### src/core/sps_consts.svh
// Offsets, field positions, reset values and character codes for the status/service-request block.
// Assumes inclusion by bare name from the design files.
`ifndef SPS_CONSTS_SVH
`define SPS_CONSTS_SVH

// Service request mask and serial poll status byte bit positions
`define SPS_BIT_ERR 3'd0
`define SPS_BIT_OVR 3'd1
`define SPS_BIT_UND 3'd2
`define SPS_BIT_OPC 3'd3
`define SPS_BIT_RQS 3'd6
`define SPS_MASK_RST 8'h00
`define SPS_MASK_USED 8'h0f

// Command letters (upper case)
`define SPS_CH_MASK 8'h4d
`define SPS_CH_QUERY 8'h55
`define SPS_CH_TEST 8'h4a
`define SPS_CH_END 8'h4b
`define SPS_CH_STORE 8'h57

// Argument characters
`define SPS_CH_0 8'h30
`define SPS_CH_2 8'h32
`define SPS_CH_9 8'h39
`define SPS_CH_Y 8'h59
`define SPS_CH_N 8'h4e
`define SPS_CH_A_LO 8'h61
`define SPS_CH_Z_LO 8'h7a
`define SPS_CASE_OFS 8'h20

// Argument counts per command
`define SPS_ARGS_MASK 3'd2
`define SPS_ARGS_ONE 3'd1
`define SPS_ARGS_STORE 3'd6

// Response lengths in bytes
`define SPS_LEN_MACHINE 4'd4
`define SPS_LEN_ERROR 4'd8
`define SPS_LEN_ID 4'd6
`define SPS_LEN_REV 4'd12

`endif

### src/core/sps_pkg.sv
// Types shared by the status/service-request block.
// Assumes nothing beyond a SystemVerilog compiler.
package sps_pkg;
	typedef enum logic [1:0]
	{
		SPS_P_IDLE = 2'b00,
		SPS_P_ARG = 2'b01,
		SPS_P_EXEC = 2'b11
	} sps_parse_t;

	typedef enum logic [1:0]
	{
		SPS_T_IDLE = 2'b00,
		SPS_T_SEND = 2'b01,
		SPS_T_DONE = 2'b11
	} sps_tx_t;

	typedef enum logic [1:0]
	{
		SPS_W_MACHINE = 2'b00,
		SPS_W_ERROR = 2'b01,
		SPS_W_REVISION = 2'b10
	} sps_word_t;
endpackage

### src/core/sps_status_srq.sv
// Status, service request, error flags, end-marker control and user store of the remote command interpreter.
// Assumes a byte stream of commands in ref_clk, other command logic reporting its own errors, and a talk path.
`timescale 1ns/10ps
`include "sps_consts.svh"

// Function
// RULE1: mask argument is decimal sum of weights
// RULE2: mask zero-zero never requests service
// RULE3: mask bit zero suppresses that condition
// RULE4: bits: error, overrange, underrange, operation complete
// RULE5: query argument selects machine, error, revision
// RULE6: selected word sent at next talk
// RULE7: controller should read soon after query
// RULE8: any error sets flag, maybe requests
// RULE9: error query returns flags to good; the code returns the self-test flag to fail instead
// RULE10: unknown command flagged, not executed
// RULE11: illegal option flagged, else good flag
// RULE12: self-test flag fails until passing test
// RULE13: test command runs test, stores result
// RULE14: unwritten store gives identification only
// RULE15: end marker only on final byte
// RULE16: six volatile user bytes stored
// RULE17: user bytes included in revision word
// RULE18: bit six set while requesting service
module sps_status_srq #(
	parameter logic [47:0] ID_STRING = 48'h2d_30_30_30_30_2d, // Arbitrary neutral value
	parameter int STORE_BYTES = 6
)
(
	// Clock and reset
	input wire logic ref_clk,
	input wire logic srst,
	// Command byte stream
	input wire logic cmd_valid,
	input wire logic [7:0] cmd_byte,
	output logic cmd_ready,
	// Reports from the other command logic
	input wire logic foreign_bad_cmd,
	input wire logic foreign_bad_opt,
	// Measurement condition events
	input wire logic overrange_evt,
	input wire logic underrange_evt,
	input wire logic op_complete_evt,
	// Self-test engine
	output logic self_test_start,
	input wire logic self_test_done,
	input wire logic self_test_ok,
	// Talk path
	input wire logic talk_req,
	output logic status_claim,
	output logic tx_valid,
	output logic [7:0] tx_byte,
	output logic tx_end_mark,
	input wire logic tx_ready,
	// Serial poll
	input wire logic serial_poll,
	output logic [7:0] poll_byte,
	output logic srq,
	// Indicators
	output logic good_command_ind,
	output logic bad_command_ind,
	output logic good_option_ind,
	output logic bad_option_ind,
	output logic self_test_passed_ind,
	output logic self_test_failed_ind,
	output logic end_marker_en
);
	// Store layout and revision word are built for exactly six bytes
	if (STORE_BYTES != 6)
	begin : g_bad_store
		$error("store width fixed at six bytes");
	end

	sps_pkg::sps_parse_t p_state_ff;
	sps_pkg::sps_parse_t nxt_p_state;
	sps_pkg::sps_tx_t t_state_ff;
	sps_pkg::sps_tx_t nxt_t_state;

	logic [7:0] cmd_ff;
	logic [2:0] need_ff;
	logic [2:0] cnt_ff;
	logic [7:0] arg_ff [0:5];
	logic [7:0] mask_ff;
	logic eoi_en_ff;
	logic bad_cmd_ff;
	logic bad_opt_ff;
	logic st_pass_ff;
	logic st_run_ff;
	logic st_start_ff;
	logic err_flag_ff;
	logic ovr_flag_ff;
	logic und_flag_ff;
	logic opc_flag_ff;
	logic rqs_ff;
	logic user_valid_ff;
	logic [47:0] user_ff;
	logic pend_ff;
	logic [1:0] resp_sel_ff;
	logic [2:0] resp_err_ff;
	logic [3:0] idx_ff;
	logic [7:0] tx_byte_ff;
	logic tx_last_ff;
	logic tx_multi_ff;

	// Case folding so lower-case commands work
	wire is_lower = (cmd_byte >= `SPS_CH_A_LO) && (cmd_byte <= `SPS_CH_Z_LO);
	wire [7:0] up = is_lower ? (cmd_byte - `SPS_CASE_OFS) : cmd_byte;
	wire take = cmd_valid && cmd_ready;

	// Letters owned here; everything else belongs to the other command logic
	wire is_mask_l = (up == `SPS_CH_MASK);
	wire is_query_l = (up == `SPS_CH_QUERY);
	wire is_test_l = (up == `SPS_CH_TEST);
	wire is_end_l = (up == `SPS_CH_END);
	wire is_store_l = (up == `SPS_CH_STORE);
	wire own_letter = is_mask_l || is_query_l || is_test_l || is_end_l || is_store_l;
	wire [2:0] need_cnt = is_mask_l ? `SPS_ARGS_MASK : (is_store_l ? `SPS_ARGS_STORE : `SPS_ARGS_ONE);

	// Argument decoding at execution
	wire exec = (p_state_ff == sps_pkg::SPS_P_EXEC);
	wire d1_ok = (arg_ff[0] >= `SPS_CH_0) && (arg_ff[0] <= `SPS_CH_9);
	wire d0_ok = (arg_ff[1] >= `SPS_CH_0) && (arg_ff[1] <= `SPS_CH_9);
	wire [7:0] d1 = arg_ff[0] - `SPS_CH_0;
	wire [7:0] d0 = arg_ff[1] - `SPS_CH_0;
	wire [7:0] mask_val = 8'((d1 << 3) + (d1 << 1) + d0);
	wire q_ok = (arg_ff[0] >= `SPS_CH_0) && (arg_ff[0] <= `SPS_CH_2);
	wire k_yes = (arg_ff[0] == `SPS_CH_Y);
	wire k_no = (arg_ff[0] == `SPS_CH_N);
	wire x_mask = exec && (cmd_ff == `SPS_CH_MASK);
	wire x_query = exec && (cmd_ff == `SPS_CH_QUERY);
	wire x_test = exec && (cmd_ff == `SPS_CH_TEST);
	wire x_end = exec && (cmd_ff == `SPS_CH_END);
	wire x_store = exec && (cmd_ff == `SPS_CH_STORE);
	wire ok_mask = x_mask && d1_ok && d0_ok;
	wire ok_query = x_query && q_ok;
	wire ok_test = x_test && (arg_ff[0] == `SPS_CH_0);
	wire ok_end = x_end && (k_yes || k_no);
	wire own_bad_opt = (x_mask && !(d1_ok && d0_ok)) || (x_query && !q_ok) ||
		(x_test && (arg_ff[0] != `SPS_CH_0)) || (x_end && !(k_yes || k_no));
	wire err_query = ok_query && (arg_ff[0] == `SPS_CH_0 + 8'h01);

	// Error sources
	wire opt_evt = own_bad_opt || foreign_bad_opt;
	wire st_fail_evt = st_run_ff && self_test_done && !self_test_ok;
	wire st_pass_evt = st_run_ff && self_test_done && self_test_ok;
	wire err_evt = foreign_bad_cmd || opt_evt || st_fail_evt;

	// Service request from masked conditions
	wire req_evt = (err_evt && mask_ff[`SPS_BIT_ERR]) || (overrange_evt && mask_ff[`SPS_BIT_OVR]) ||
		(underrange_evt && mask_ff[`SPS_BIT_UND]) || (op_complete_evt && mask_ff[`SPS_BIT_OPC]); // RULE2 RULE3 RULE4

	// Parser
	assign cmd_ready = (p_state_ff != sps_pkg::SPS_P_EXEC);

	always_comb
	begin
		nxt_p_state = p_state_ff;
		case (p_state_ff)
			sps_pkg::SPS_P_IDLE:
			begin
				if (take && own_letter)
					nxt_p_state = sps_pkg::SPS_P_ARG;
			end
			sps_pkg::SPS_P_ARG:
			begin
				if (take && (cnt_ff == need_ff - 3'd1))
					nxt_p_state = sps_pkg::SPS_P_EXEC;
			end
			sps_pkg::SPS_P_EXEC:
				nxt_p_state = sps_pkg::SPS_P_IDLE;
			default:
				nxt_p_state = sps_pkg::SPS_P_IDLE;
		endcase
	end

	always_ff @(posedge ref_clk)
	begin
		if (srst)
		begin
			p_state_ff <= sps_pkg::SPS_P_IDLE;
			cmd_ff <= 8'h00;
			need_ff <= 3'd0;
			cnt_ff <= 3'd0;
		end
		else
		begin
			p_state_ff <= nxt_p_state;
			if (p_state_ff == sps_pkg::SPS_P_IDLE && take && own_letter)
			begin
				cmd_ff <= up;
				need_ff <= need_cnt;
				cnt_ff <= 3'd0;
			end
			else if (p_state_ff == sps_pkg::SPS_P_ARG && take)
				cnt_ff <= cnt_ff + 3'd1;
		end
	end

	// Argument bytes; store bytes keep their case
	genvar gi;
	generate
		for (gi = 0; gi < 6; gi = gi + 1)
		begin : g_arg
			always_ff @(posedge ref_clk)
			begin
				if (srst)
					arg_ff[gi] <= 8'h00;
				else if (p_state_ff == sps_pkg::SPS_P_ARG && take && cnt_ff == 3'(gi))
					arg_ff[gi] <= (cmd_ff == `SPS_CH_STORE) ? cmd_byte : up;
			end
		end
	endgenerate

	// Configuration written by commands
	always_ff @(posedge ref_clk)
	begin
		if (srst)
		begin
			mask_ff <= `SPS_MASK_RST;
			eoi_en_ff <= 1'b1;
			user_valid_ff <= 1'b0;
			user_ff <= 48'h0;
		end
		else
		begin
			if (ok_mask)
				mask_ff <= mask_val; // RULE1
			if (ok_end)
				eoi_en_ff <= k_yes; // RULE15
			if (x_store)
			begin
				user_valid_ff <= 1'b1; // RULE16
				user_ff <= {arg_ff[0], arg_ff[1], arg_ff[2], arg_ff[3], arg_ff[4], arg_ff[5]};
			end
		end
	end

	// Error and self-test flags; a new error wins over the clearing query
	always_ff @(posedge ref_clk)
	begin
		if (srst)
		begin
			bad_cmd_ff <= 1'b0;
			bad_opt_ff <= 1'b0;
			st_pass_ff <= 1'b0;
			st_run_ff <= 1'b0;
			st_start_ff <= 1'b0;
		end
		else
		begin
			st_start_ff <= ok_test; // RULE13
			if (foreign_bad_cmd)
				bad_cmd_ff <= 1'b1; // RULE10
			else if (err_query)
				bad_cmd_ff <= 1'b0; // RULE9
			if (opt_evt)
				bad_opt_ff <= 1'b1; // RULE11
			else if (err_query)
				bad_opt_ff <= 1'b0; // RULE9
			if (ok_test)
				st_run_ff <= 1'b1;
			else if (self_test_done)
				st_run_ff <= 1'b0;
			// Pass only from a commanded test; an error query returns it to the default fail
			if (st_pass_evt)
				st_pass_ff <= 1'b1; // RULE12
			else if (st_fail_evt || err_query || ok_test)
				st_pass_ff <= 1'b0; // RULE13
		end
	end

	// Serial poll byte and service request
	always_ff @(posedge ref_clk)
	begin
		if (srst)
		begin
			err_flag_ff <= 1'b0;
			ovr_flag_ff <= 1'b0;
			und_flag_ff <= 1'b0;
			opc_flag_ff <= 1'b0;
			rqs_ff <= 1'b0;
		end
		else
		begin
			if (err_evt)
				err_flag_ff <= 1'b1; // RULE8
			else if (serial_poll || err_query)
				err_flag_ff <= 1'b0;
			if (overrange_evt)
				ovr_flag_ff <= 1'b1;
			else if (serial_poll)
				ovr_flag_ff <= 1'b0;
			if (underrange_evt)
				und_flag_ff <= 1'b1;
			else if (serial_poll)
				und_flag_ff <= 1'b0;
			if (op_complete_evt)
				opc_flag_ff <= 1'b1;
			else if (serial_poll)
				opc_flag_ff <= 1'b0;
			if (req_evt)
				rqs_ff <= 1'b1; // RULE8 RULE18
			else if (serial_poll)
				rqs_ff <= 1'b0; // RULE18
		end
	end

	// Query selection; error flags are captured as the query clears them
	always_ff @(posedge ref_clk)
	begin
		if (srst)
		begin
			pend_ff <= 1'b0;
			resp_sel_ff <= 2'b00;
			resp_err_ff <= 3'b000;
		end
		else
		begin
			if (ok_query)
			begin
				pend_ff <= 1'b1; // RULE6
				resp_sel_ff <= arg_ff[0][1:0]; // RULE5
				if (err_query)
					resp_err_ff <= {bad_cmd_ff, bad_opt_ff, st_pass_ff};
			end
			else if (t_state_ff == sps_pkg::SPS_T_DONE)
				pend_ff <= 1'b0;
		end
	end

	// Talk path: the status word replaces the measurement once
	wire [3:0] gen_idx = (t_state_ff == sps_pkg::SPS_T_IDLE) ? 4'd0 : (idx_ff + 4'd1);
	wire [7:0] gen_byte;
	wire [3:0] gen_len;
	wire start_tx = (t_state_ff == sps_pkg::SPS_T_IDLE) && talk_req && pend_ff; // RULE6
	wire adv = (t_state_ff == sps_pkg::SPS_T_SEND) && tx_ready;

	sps_word_gen #(
		.ID_STRING(ID_STRING)
	) u_word (
		.word_sel(resp_sel_ff),
		.byte_idx(gen_idx),
		.mask(mask_ff),
		.eoi_en(eoi_en_ff),
		.bad_cmd(resp_err_ff[2]),
		.bad_opt(resp_err_ff[1]),
		.st_pass(resp_err_ff[0]),
		.user_valid(user_valid_ff), // RULE14 RULE17
		.user_bytes(user_ff),
		.word_byte(gen_byte),
		.word_len(gen_len)
	);

	always_comb
	begin
		nxt_t_state = t_state_ff;
		case (t_state_ff)
			sps_pkg::SPS_T_IDLE:
			begin
				if (start_tx)
					nxt_t_state = sps_pkg::SPS_T_SEND;
			end
			sps_pkg::SPS_T_SEND:
			begin
				if (adv && tx_last_ff)
					nxt_t_state = sps_pkg::SPS_T_DONE;
			end
			sps_pkg::SPS_T_DONE:
				nxt_t_state = sps_pkg::SPS_T_IDLE;
			default:
				nxt_t_state = sps_pkg::SPS_T_IDLE;
		endcase
	end

	always_ff @(posedge ref_clk)
	begin
		if (srst)
		begin
			t_state_ff <= sps_pkg::SPS_T_IDLE;
			idx_ff <= 4'd0;
			tx_byte_ff <= 8'h00;
			tx_last_ff <= 1'b0;
			tx_multi_ff <= 1'b0;
		end
		else
		begin
			t_state_ff <= nxt_t_state;
			if (start_tx)
			begin
				idx_ff <= 4'd0;
				tx_byte_ff <= gen_byte;
				tx_last_ff <= (gen_len == 4'd1);
				tx_multi_ff <= (gen_len > 4'd1);
			end
			else if (adv && !tx_last_ff)
			begin
				idx_ff <= gen_idx;
				tx_byte_ff <= gen_byte;
				tx_last_ff <= (gen_idx == gen_len - 4'd1);
			end
		end
	end

	// Outputs
	assign self_test_start = st_start_ff;
	assign status_claim = pend_ff;
	assign tx_valid = (t_state_ff == sps_pkg::SPS_T_SEND);
	assign tx_byte = tx_byte_ff;
	assign tx_end_mark = tx_valid && tx_last_ff && tx_multi_ff && eoi_en_ff; // RULE15
	assign poll_byte = {1'b0, rqs_ff, 2'b00, opc_flag_ff, und_flag_ff, ovr_flag_ff, err_flag_ff}; // RULE4 RULE18
	assign srq = rqs_ff;
	assign good_command_ind = !bad_cmd_ff; // RULE10
	assign bad_command_ind = bad_cmd_ff;
	assign good_option_ind = !bad_opt_ff; // RULE11
	assign bad_option_ind = bad_opt_ff;
	assign self_test_passed_ind = st_pass_ff;
	assign self_test_failed_ind = !st_pass_ff; // RULE12
	assign end_marker_en = eoi_en_ff;
endmodule // sps_status_srq

### src/core/sps_word_gen.sv
// Byte generator for the three status words, indexed by byte position.
// Assumes the caller holds the selected fields stable while a word is sent.
`timescale 1ns/10ps
`include "sps_consts.svh"

module sps_word_gen #(
	parameter logic [47:0] ID_STRING = 48'h2d_30_30_30_30_2d // Arbitrary neutral value
)
(
	// Selection
	input wire logic [1:0] word_sel,
	input wire logic [3:0] byte_idx,
	// Fields
	input wire logic [7:0] mask,
	input wire logic eoi_en,
	input wire logic bad_cmd,
	input wire logic bad_opt,
	input wire logic st_pass,
	input wire logic user_valid,
	input wire logic [47:0] user_bytes,
	// Result
	output logic [7:0] word_byte,
	output logic [3:0] word_len
);
	function automatic logic [7:0] hex_char(input logic [3:0] n);
		hex_char = (n < 4'ha) ? {4'h3, n} : (8'h37 + {4'h0, n});
	endfunction

	logic [63:0] mach_str;
	logic [63:0] err_str;
	logic [95:0] rev_str;
	wire [3:0] ri = byte_idx;

	always_comb
	begin
		mach_str = {8'h4d, hex_char(mask[7:4]), hex_char(mask[3:0]), eoi_en ? `SPS_CH_Y : `SPS_CH_N, 32'h0};
		err_str = {bad_cmd ? 24'h49_43_4d : 24'h56_43_4d, bad_opt ? 24'h49_43_4f : 24'h56_43_4f,
			st_pass ? 16'h50_53 : 16'h46_4c};
		rev_str = {ID_STRING, user_bytes};
		case (sps_pkg::sps_word_t'(word_sel))
			sps_pkg::SPS_W_MACHINE:
			begin
				word_len = `SPS_LEN_MACHINE;
				word_byte = mach_str[8'd63 - {1'b0, ri, 3'd0} -: 8];
			end
			sps_pkg::SPS_W_ERROR:
			begin
				word_len = `SPS_LEN_ERROR;
				word_byte = err_str[8'd63 - {1'b0, ri, 3'd0} -: 8];
			end
			default:
			begin
				word_len = user_valid ? `SPS_LEN_REV : `SPS_LEN_ID;
				word_byte = rev_str[8'd95 - {1'b0, ri, 3'd0} -: 8];
			end
		endcase
	end
endmodule // sps_word_gen

### config.mk
export PLATFORM = sky130hd
export DESIGN_NAME = sps_status_srq
export DESIGN_NICKNAME = d
export VERILOG_FILES = /design/src/core/sps_pkg.sv /design/src/core/sps_status_srq.sv /design/src/core/sps_word_gen.sv
export VERILOG_INCLUDE_DIRS = /design/src /design/src/core
export SDC_FILE = /design/constraint.sdc
export NUM_CORES = 1
export LEC_CHECK = 0
export BUFFER_PORTS_ARGS = -buffer_cell sky130_fd_sc_hd__buf_2
export CAP_MARGIN = 5
export CELL_PAD_IN_SITES_DETAIL_PLACEMENT = 1
export CELL_PAD_IN_SITES_GLOBAL_PLACEMENT = 1
export CORE_MARGIN = 2
export CORE_UTILIZATION = 42
export DETAILED_ROUTE_END_ITERATION = 8
export GPL_TIMING_DRIVEN = 0
export HOLD_SLACK_MARGIN = 0.02
export PLACE_DENSITY_LB_ADDON = 0.1
export SYNTH_ARGS = -nofsm -noshare
export SYNTH_HDL_FRONTEND = slang
export SYNTH_SLANG_ARGS = --single-unit
### constraint.sdc
create_clock -name ref_clk -period 2.77 [get_ports ref_clk]
set_input_delay 0.554 -clock ref_clk [delete_from_list [all_inputs] [get_ports ref_clk]]
set_output_delay 0.554 -clock ref_clk [all_outputs]
set_load 0.02 [all_outputs]
# == Word level (Yosys, flattened, before mapping) ==
# Memories as Yosys holds them, arrays and structs flattened. A register that Yosys moved wholly into a read port is not among the register bits.
# Cells that the tools add are included.
# op_classes
n_addsub,13
magnitude_cmp,10
n_eq_ne,33
shifts,3
n_mux,66
n_bitwise,6
reduce_logical,92
# ops
operator,count
indexed part select 71 x 9 -> 8 bit,2
indexed part select 103 x 9 -> 8 bit,1
"== test 8 x 7 -> 1 bit, second input constant",12
2-to-1 mux 8 bit,12
logical AND 1 bit,47
2-to-1 mux 21 bit,2
2-to-1 mux 1 bit,38
"less-or-equal comparator 8 x 6 -> 1 bit, second input constant",3
nonzero test 2 bit,11
logical OR 1 bit,17
adder 8 bit,2
"== test 8 x 6 -> 1 bit, second input constant",2
">= comparator 8 x 6 -> 1 bit, second input constant",2
case mux 8 bit (2 select lines),1
"subtractor 8 x 6 -> 8 bit, second input constant",2
"adder 6 x 4 -> 7 bit, first input constant",2
2-to-1 mux 13 bit,1
">= comparator 8 x 7 -> 1 bit, second input constant",1
"less-or-equal comparator 8 x 7 -> 1 bit, second input constant",1
logical NOT 1 bit,8
"< comparator 4 bit, second input constant",2
2-to-1 mux 2 bit,4
2-to-1 mux 4 bit,2
"inequality test 2 bit, second input constant",4
27 further kinds,44
# word_totals
regBits,106
mem_bits_rw,48
input_bits,21
output_inout_bits,29
wordCells,250
n_memories,1
# memory_table
memory,words,word_bits,rd,rd_clocked_by_memory_dff,wr,line,rtl
arg_ff,6,8,6,4,6,sps_status_srq.sv:82,logic [7:0] arg_ff [0:5];

# == Longest topological paths before layout ==
# Gate-level depths: netlist (run 1).
# An unclocked memory read counts as a cell.
# logic_depth
depth_word,17
ltp_mapped,13
ltp_nobuf,11

# == Modules after synthesis ==
# From an unflattened synthesis (run 1), not the netlist that was laid out.
# unflattened
hier_cells,856
area_unflattened_um2,7885.1
# by_module_without_submodules
module,instances,cells_per_inst,area_per_inst_um2
sps_status_srq,1,705,6795.3
sps_word_gen,1,151,1089.8

# == Worst setup path after synthesis (run 1) ==
# Ideal clock, no wire load.
# synth_path
path_kind,register to register
from,register idx_ff[0]
to,"register tx_byte_ff[3], in the netlist tx_byte[3]"
setup_ps,131
arrival_time_ps,2455
required_time_ps,2639
path_slack_ps,184
path_stages_with_launch,13
synth_period_minus_slack_ps,2586
cell_sequence,dfxtp_1 ha_1 xor2_1 nand2_1 inv_2 clkbuf_1 ha_1 clkbuf_1 and2_1 o21ai_0 nor3_1 a2111oi_0 nor3_1
# synth_via
elab_chain_len,7
word_cells_on_any_way,10
cone_classes,3 x add/sub; 3 x shift; 4 x mux
# synth_lines
item,line,rtl
"start, declared",sps_status_srq.sv:100,logic [3:0] idx_ff;
"start signal, assigned",sps_status_srq.sv:397,idx_ff <= gen_idx;
adder 4 x 1 -> 4 bit *,sps_status_srq.sv:332,wire [3:0] gen_idx = (t_state_ff == sps_pkg::SPS_T_IDLE) ? 4'd0 : (idx_ff + 4'd1);
2-to-1 mux 4 bit *,sps_status_srq.sv:332,
named net gen_idx[2],sps_status_srq.sv:332,
subtractor 7 x 7 -> 8 bit / subtractor 6 x 7 -> 8 bit (equally long branches),"sps_word_gen.sv:54, sps_word_gen.sv:44, sps_word_gen.sv:49",
indexed part select 103 x 9 -> 8 bit (tied with other cells),sps_word_gen.sv:54,"word_byte = rev_str[8'd95 - {1'b0, ri, 3'd0} -: 8];"
case mux 8 bit (2 select lines) *,sps_word_gen.sv:40,case (sps_pkg::sps_word_t'(word_sel))
2-to-1 mux 8 bit,sps_status_srq.sv:395,else if (adv && !tx_last_ff)
2-to-1 mux 8 bit *,sps_status_srq.sv:388,if (start_tx)
"end signal, assigned",sps_status_srq.sv:391,tx_byte_ff <= gen_byte;
"end signal, assigned",sps_status_srq.sv:398,tx_byte_ff <= gen_byte;
"end, declared",sps_status_srq.sv:101,logic [7:0] tx_byte_ff;
# Mark *: on every way through the listed nets, which the timed path passes. The rest lies on a longest branch. The select of a mux whose other input is x is not followed.
# A chain may end at the register's enable or synchronous reset.

==> impl_metrics.toml, run 1 <==
[sta]
worstMarginPinSlew_ps = 956
rsz0062_at_grt = "yes"
slew_viol_final = 0
holdWs_ps = 346
finalSetupViolCount = 0
fin_crit_ps = 2670
period_share = 0.962
maxSlewHeadroom = 0.363
skew_ps = 12.5
fin_tns_setup_ps = 0
fmax_ghz = 0.375
hold_violations = 0

[critical_path]
cp.arrival_ps = 2940
r2r_cells = 7
cp.required_ps = 3050
crit_fanout = 2
cp_slowest_stage_delay_ps = 520
path_delay_family = "adder cells"
path_buf_inv = 0
path_class = "flip-flop to flip-flop"
cpMostUsedCell = "fa_1"
crit_path_start_kind = "flip-flop"
rrSetupSlack_ps = 100
r2r-start = "arg_ff[0][0]"
reg2reg_to = "mask_ff[7]"
path_cells = "fa_1 -> fa_1 -> fa_2 -> a21o_1 -> a21oi_2 -> xnor2_2 -> a211oi_2"
end_kind = "flip-flop"
cpMaxStageDelayCell = "fa_1"

[drt]
viasPerCell = 5.71
routed_wl_mm = 25.7
met1Wirelength_mm = 11.4
drt-initial-drc-count = 356
route.met3.wl_um = 951
drt-pass1-iter-count = 7
top_layer_used = "met4"
routed-wl-met2_mm = 12.8
drtAntennaViolNets = 0
wl_per_cell_um = 21.4
drcViolationCount = 11
vias = 6843

[logic_synthesis]
synthTopCellsByArea = "dfxtp_1 (27%), edfxtp_1 (19%), nand2_1 (6.7%)"
ys_top_cells_by_count = "nand2_1 (138), dfxtp_1 (106), a21oi_1 (90)"
ys_seq_elements = 154
async_flop_share = 0
synth_warnings = 0
yosysMostFrequentCell = "nand2_1"
ys_types = 71
synthesis.instances = 883
synth-seq-area-share = 0.458
synth_area_um2 = 7780
syn_area_per_cell_um2 = 8.81
synth_top_flop_cell = "dfxtp_1"
synth_edf_count = 48
synth_top_area_share = 0.273
yosys.area.top_type = "dfxtp_1"

[run_status]
violations = "design-rule violations"
status = "complete, but fails checks"

[power]
clkPwrFrac = 0.476
report.power.total_mw = 5.10
cell_internal_pwr_mw = 3.82
combPwrFrac = 0.058
switching_share = 0.251
power_density_nw_per_um2 = 560
pwr-share-seq = 0.466
p_leak_nw = 3.35
switchingPower_mw = 1.28
peakVddDrop_uv = 460

[global_routing]
overflow = 0
grt_max_degree = 17
first_global_vias = 7245
antenna_found_initial = 0
grtUsageTotal = 0.268
grt_pass1_wl_mm = 40.3

[floorplan]
ios = 50
start_util = 0.430
core_area_um2 = 18100
die_h_um = 140
std_cell_rows = 49
dieArea_um2 = 19600
die_w_um = 140

[layout]
diodes = 0
drive_above_1_share = 0.149
synthToLayoutAreaGrowth_pct = 17.1
nNetsFinal = 1008
fin_area_um2 = 9100
fin_util = 0.503

[clock_tree]
h-tree-depth = 4
clock_latency_ps = 440
cts_tree = "yes"
clockBufferDepth = 2
clkSinkCount = 154
hold_buffers = 0
clk_pin_slew_ps = 70
cts_inserted_buffers = 17
cts_root_buffer = "clkbuf_16"

[min_path]
hold_end = "bad_command_ind"
hold_depth = 3
hold_class = "input port to flip-flop"
holdCritStartpoint = "foreign_bad_cmd"

[place]
gp_congestion = 0.900
hpwl_mm = 18.9
io_buffers = 45
dpl_cell_area_um2 = 8300

[run]
drv_cap = 0
==> cell usage in the layout (no fill, tap or decap), types with 5 or more instances in the layout <==
cell,instances
xnor2_1,14
and3_1,8
nand2_1,137
o21ai_0,25
mux2i_1,21
clkbuf_1,34
nor2_1,88
nor2b_1,8
buf_2,55
inv_1,41
a31o_2,5
nand2b_1,8
nor3_1,11
dfxtp_1,106
a211oi_1,14
o21bai_1,5
a21oi_1,89
buf_4,18
inv_6,5
edfxtp_1,48
a31oi_1,8
o22ai_1,5
and2_1,27
a22oi_1,7
clkbuf_16,17
nand3_1,15
a21o_1,5
ha_1,24
==> repair_timing <==
action / in CTS / in global routing
buffers inserted: 8 / 2
endpoints found under the hold margin: 0 / 0
pin swaps: 0 / 5
setup endpoints to repair: 16 / 19
gates resized for setup: 14 / 19
==> worst min-delay path, delay by kind of cell <==
family,cells,cell delay [ps]
simple gates,1,70
buf+inv,1,90
compound gates,1,30
==> flip-flops by register name, indices dropped and copies added, names as in the netlist, 2 cells and up <==
| signal | count |
|---|---|
| arg_ff | 48 |
| cmd_ff | 8 |
| cnt_ff | 3 |
| idx_ff | 4 |
| mask_ff | 8 |
| need_ff | 3 |
| p_state_ff | 2 |
| resp_err_ff | 3 |
| resp_sel_ff | 2 |
| t_state_ff | 2 |
| tx_byte | 8 |
| user_ff | 48 |
==> power groups by stage <==
stage / combinational [mW] / clock [mW] / sequential [mW]
6_report: 0.296 / 2.43 / 2.37
5_1_grt: 0.323 / 2.53 / 2.38
4_1_cts: 0.283 / 2.46 / 2.37
3_5_place_dp: 0.267 / 0 / 2.43
3_3_place_gp: 0.255 / 0 / 2.43
2_1_floorplan: 0.165 / 0 / 2.42
==> cells by family (layout without fill, tap and decap cells) <==
logic type / count (synthesis) / after routing / synth area share
AND/OR/NAND/NOR: 343 / 343 / 0.208
AO/OA/AOI/OAI: 208 / 208 / 0.171
flip-flops: 154 / 154 / 0.458
buffers and inverters: 104 / 189 / 0.0565
adder cells (fa/ha/maj): 30 / 30 / 0.0531
multiplexers: 25 / 25 / 0.0328
XOR/XNOR: 18 / 18 / 0.0203
other: 1 / 3 / 0.000482
==> routing by layer <==
| layer | GRT usage | vias to the layer above |
|---|---|---|
| li1 | - | 3227 |
| met2 | 0.467 | 173 |
| met5 | 0 | - |
| met3 | 0.0417 | 45 |
| met1 | 0.334 | 3398 |
| met4 | 0.106 | 0 |
==> area by class of cell <==
class                   count  area [um2]
repair buffers             55         300
fillers                  2135        8980
multi-input cells         627        3910
inverters                  42         158
well taps                 229         287
clock buffers              17         425
flip-flops and latches    154        3560
clock inverters            15         176
plain buffers              60         284
==> worst max path at each step <==
stage / endpoint / slack, ps / start / cells past startpoint
6_report: mask_ff[7] / 100 / arg_ff[0][0] / 7
5_1_grt: tx_byte[3] / -3 / t_state_ff[0] / 12
4_1_cts: tx_byte[2] / 4 / t_state_ff[0] / 10
3_5_place_dp: tx_byte[3] / -1010 / idx_ff[1] / 12
3_3_place_gp: tx_byte[3] / -1010 / idx_ff[0] / 12
2_1_floorplan: tx_byte[3] / 180 / idx_ff[0] / 12
==> stage by stage <==
stage / setup WS, ps / cells
5_1_grt: -3.18 / 1199
4_1_cts: 3.55 / 1197
3_5_place_dp: -1010 / 1159
6_report: 105 / 1199
3_3_place_gp: -1010 / 1159
2_1_floorplan: 184 / 885
Power figures use the tool's default switching activity.
==> run 2: changes to the inputs <==
CORE_UTILIZATION = 47   (was 42)
clock period = 2.7 ns   (was 2.77 ns; I/O delays follow)
==> run 2 against run 1 <==
  * The run now ends clean
  * First-iteration DRC count increased by 28%
  * Flip-flop and latch count is the same
  * Via count rose by 0.80%
  * Final cell count fell by 0.50%
  * Power up 1.4%
  * Sequential share of layout area about the same
  * Fmax up 1.2%
  * Register-to-register slack worse by 40 ps
  * Global-route usage increased by 3.1 points
  * Combinational power rose by 4%
  * Count of clock-buffer cells in the layout is the same
  * Critical endpoint unchanged
==> impl_metrics.toml, run 2 (synthesis gave the netlist of run 1 again) <==
[sta]
worstMarginPinSlew_ps = 942
fmax_ghz = 0.380
timing.final.ws_setup_ps = 65.5
hold_violations = 0
skew_ps = 14.2
fin_crit_ps = 2630
maxSlewHeadroom = 0.372
period_share = 0.976
finalSetupViolCount = 0
slew_viol_final = 0

[drt]
drt-initial-drc-count = 456
vias = 6898
drt-pass1-iter-count = 7
drcViolationCount = 0
viasPerCell = 5.78
routed_wl_mm = 25.6
drtAntennaViolNets = 0
wl_per_cell_um = 21.4

[clock_tree]
clk_pin_slew_ps = 70
hold_buffers = 0
clkSinkCount = 154
clockBufferDepth = 2
h-tree-depth = 4
cts_root_buffer = "clkbuf_16"
cts_tree = "yes"
clock_latency_ps = 450
cts_inserted_buffers = 17

[place]
hpwl_mm = 18.3
io_buffers = 45
gp_congestion = 0.977
dp_slack_ps = -985

[run_status]
status = "completed"

[critical_path]
path_delay_family = "adder cells"
cp_slowest_stage_delay_ps = 530
path_cells = "buf_6 -> inv_1 -> fa_1 -> inv_1 -> ha_1 -> ha_4 -> a21o_1 -> a21oi_2 -> xnor2_1 -> a211oi_1"
crit_path_start_kind = "flip-flop"
r2r_cells = 10
path_class = "flip-flop to flip-flop"
cpMostUsedCell = "inv_1"
end_kind = "flip-flop"
path_buf_inv = 3
path_depth = 10
cpMaxStageDelayCell = "fa_1"
rrSetupSlack_ps = 70
cp.arrival_ps = 2920
crit_fanout = 3
cp.required_ps = 2990

[floorplan]
core_area_um2 = 16400
die_h_um = 133
dieArea_um2 = 17600
ios = 50
start_util = 0.474
die_w_um = 133
std_cell_rows = 47

[global_routing]
antenna_found_initial = 0
grt_pass1_wl_mm = 40.5
grtUsageTotal = 0.299
overflow = 0
first_global_vias = 7427
grt_max_degree = 19

[power]
peakVddDrop_uv = 481
report.power.total_mw = 5.17
power_density_nw_per_um2 = 569
p_leak_nw = 3.34

[run]
drv_cap = 0

[layout]
layout.cells.most_common = "nand2_1"
top_regs = "arg_ff: 48 flops, user_ff: 48 flops"
nNetsFinal = 1011
final_cell_mix = "nand2_1 (137), dfxtp_1 (106), a21oi_1 (89)"
synthToLayoutAreaGrowth_pct = 16.9
diodes = 0
drive_above_1_share = 0.155

[min_path]
hold_class = "input port to flip-flop"
hold_depth = 3
run 2: cell types whose count changed in the layout (fill, tap and decap cells not counted), moves of 3 or more:
| cell | change |
|---|---|
| buf_4 | +3 |
| inv_6 | -4 |
| inv_8 | +6 |
| ha_1 | -4 |
run 2: final timing paths:
kind                               startpoint     endpoint
worst min register to register      cmd_ff[5]    cmd_ff[5]
worst max-delay path             arg_ff[0][2]   mask_ff[7]
worst min-delay path            overrange_evt  ovr_flag_ff
worst max register to register   arg_ff[0][2]   mask_ff[7]
run 2: metal layers:
metal,GRT usage,routed length [um],vias up
met5,0,0,-
met4,0.122,767,0
met3,0.0510,956,52
met2,0.524,12800,192
met1,0.364,11000,3428
li1,-,-,3226
run 2: worst register-to-register path: stages (launching register included):
cell      delay [ps]
edfxtp_1         490
buf_6            150
inv_1             50
fa_1             530
inv_1             40
ha_1             320
ha_4             260
a21o_1           190
a21oi_2          180
xnor2_1          160
a211oi_1         100
run 2: final cells by class:
type | instances | area, um2
plain buffers | 60 | 289
clock buffers | 17 | 425
clock inverters | 15 | 163
fillers | 1926 | 7310
inverters | 42 | 158
multi-input cells | 627 | 3890
flip-flops and latches | 154 | 3560
well taps | 220 | 275
repair buffers | 58 | 327
run 2: stage by stage:
| stage | util | cells | setup TNS [ps] | area (um2) | hold slack (ps) |
|---|---|---|---|---|---|
| 5_1_grt | 0.554 | 1193 | -5.75 | 9090 | 351 |
| 3_3_place_gp | 0.505 | 1150 | -5680 | 8290 | 414 |
| 2_1_floorplan | - | 885 | 0 | 7780 | 404 |
| 4_1_cts | 0.548 | 1188 | 0 | 8990 | 328 |
| 3_5_place_dp | 0.505 | 1150 | -7530 | 8290 | 427 |
| 6_report | 0.554 | 1193 | 0 | 9090 | 330 |
run 2: power by group:
| part | switching (mW) | internal (mW) | leakage [nW] |
|---|---|---|---|
| logic | 0.194 | 0.113 | 1.70 |
| registers | 0.0242 | 2.41 | 1.35 |
| clock network | 1.18 | 1.25 | 0.290 |
| total | 1.40 | 3.78 | 3.34 |
run 2: what timing repair did:
| action | CTS | global route |
|---|---|---|
| resized for setup | 20 | 18 |
| endpoints found under the setup margin | 16 | 17 |
| setup buffers | 8 | 5 |
| pin swaps | 2 | 12 |
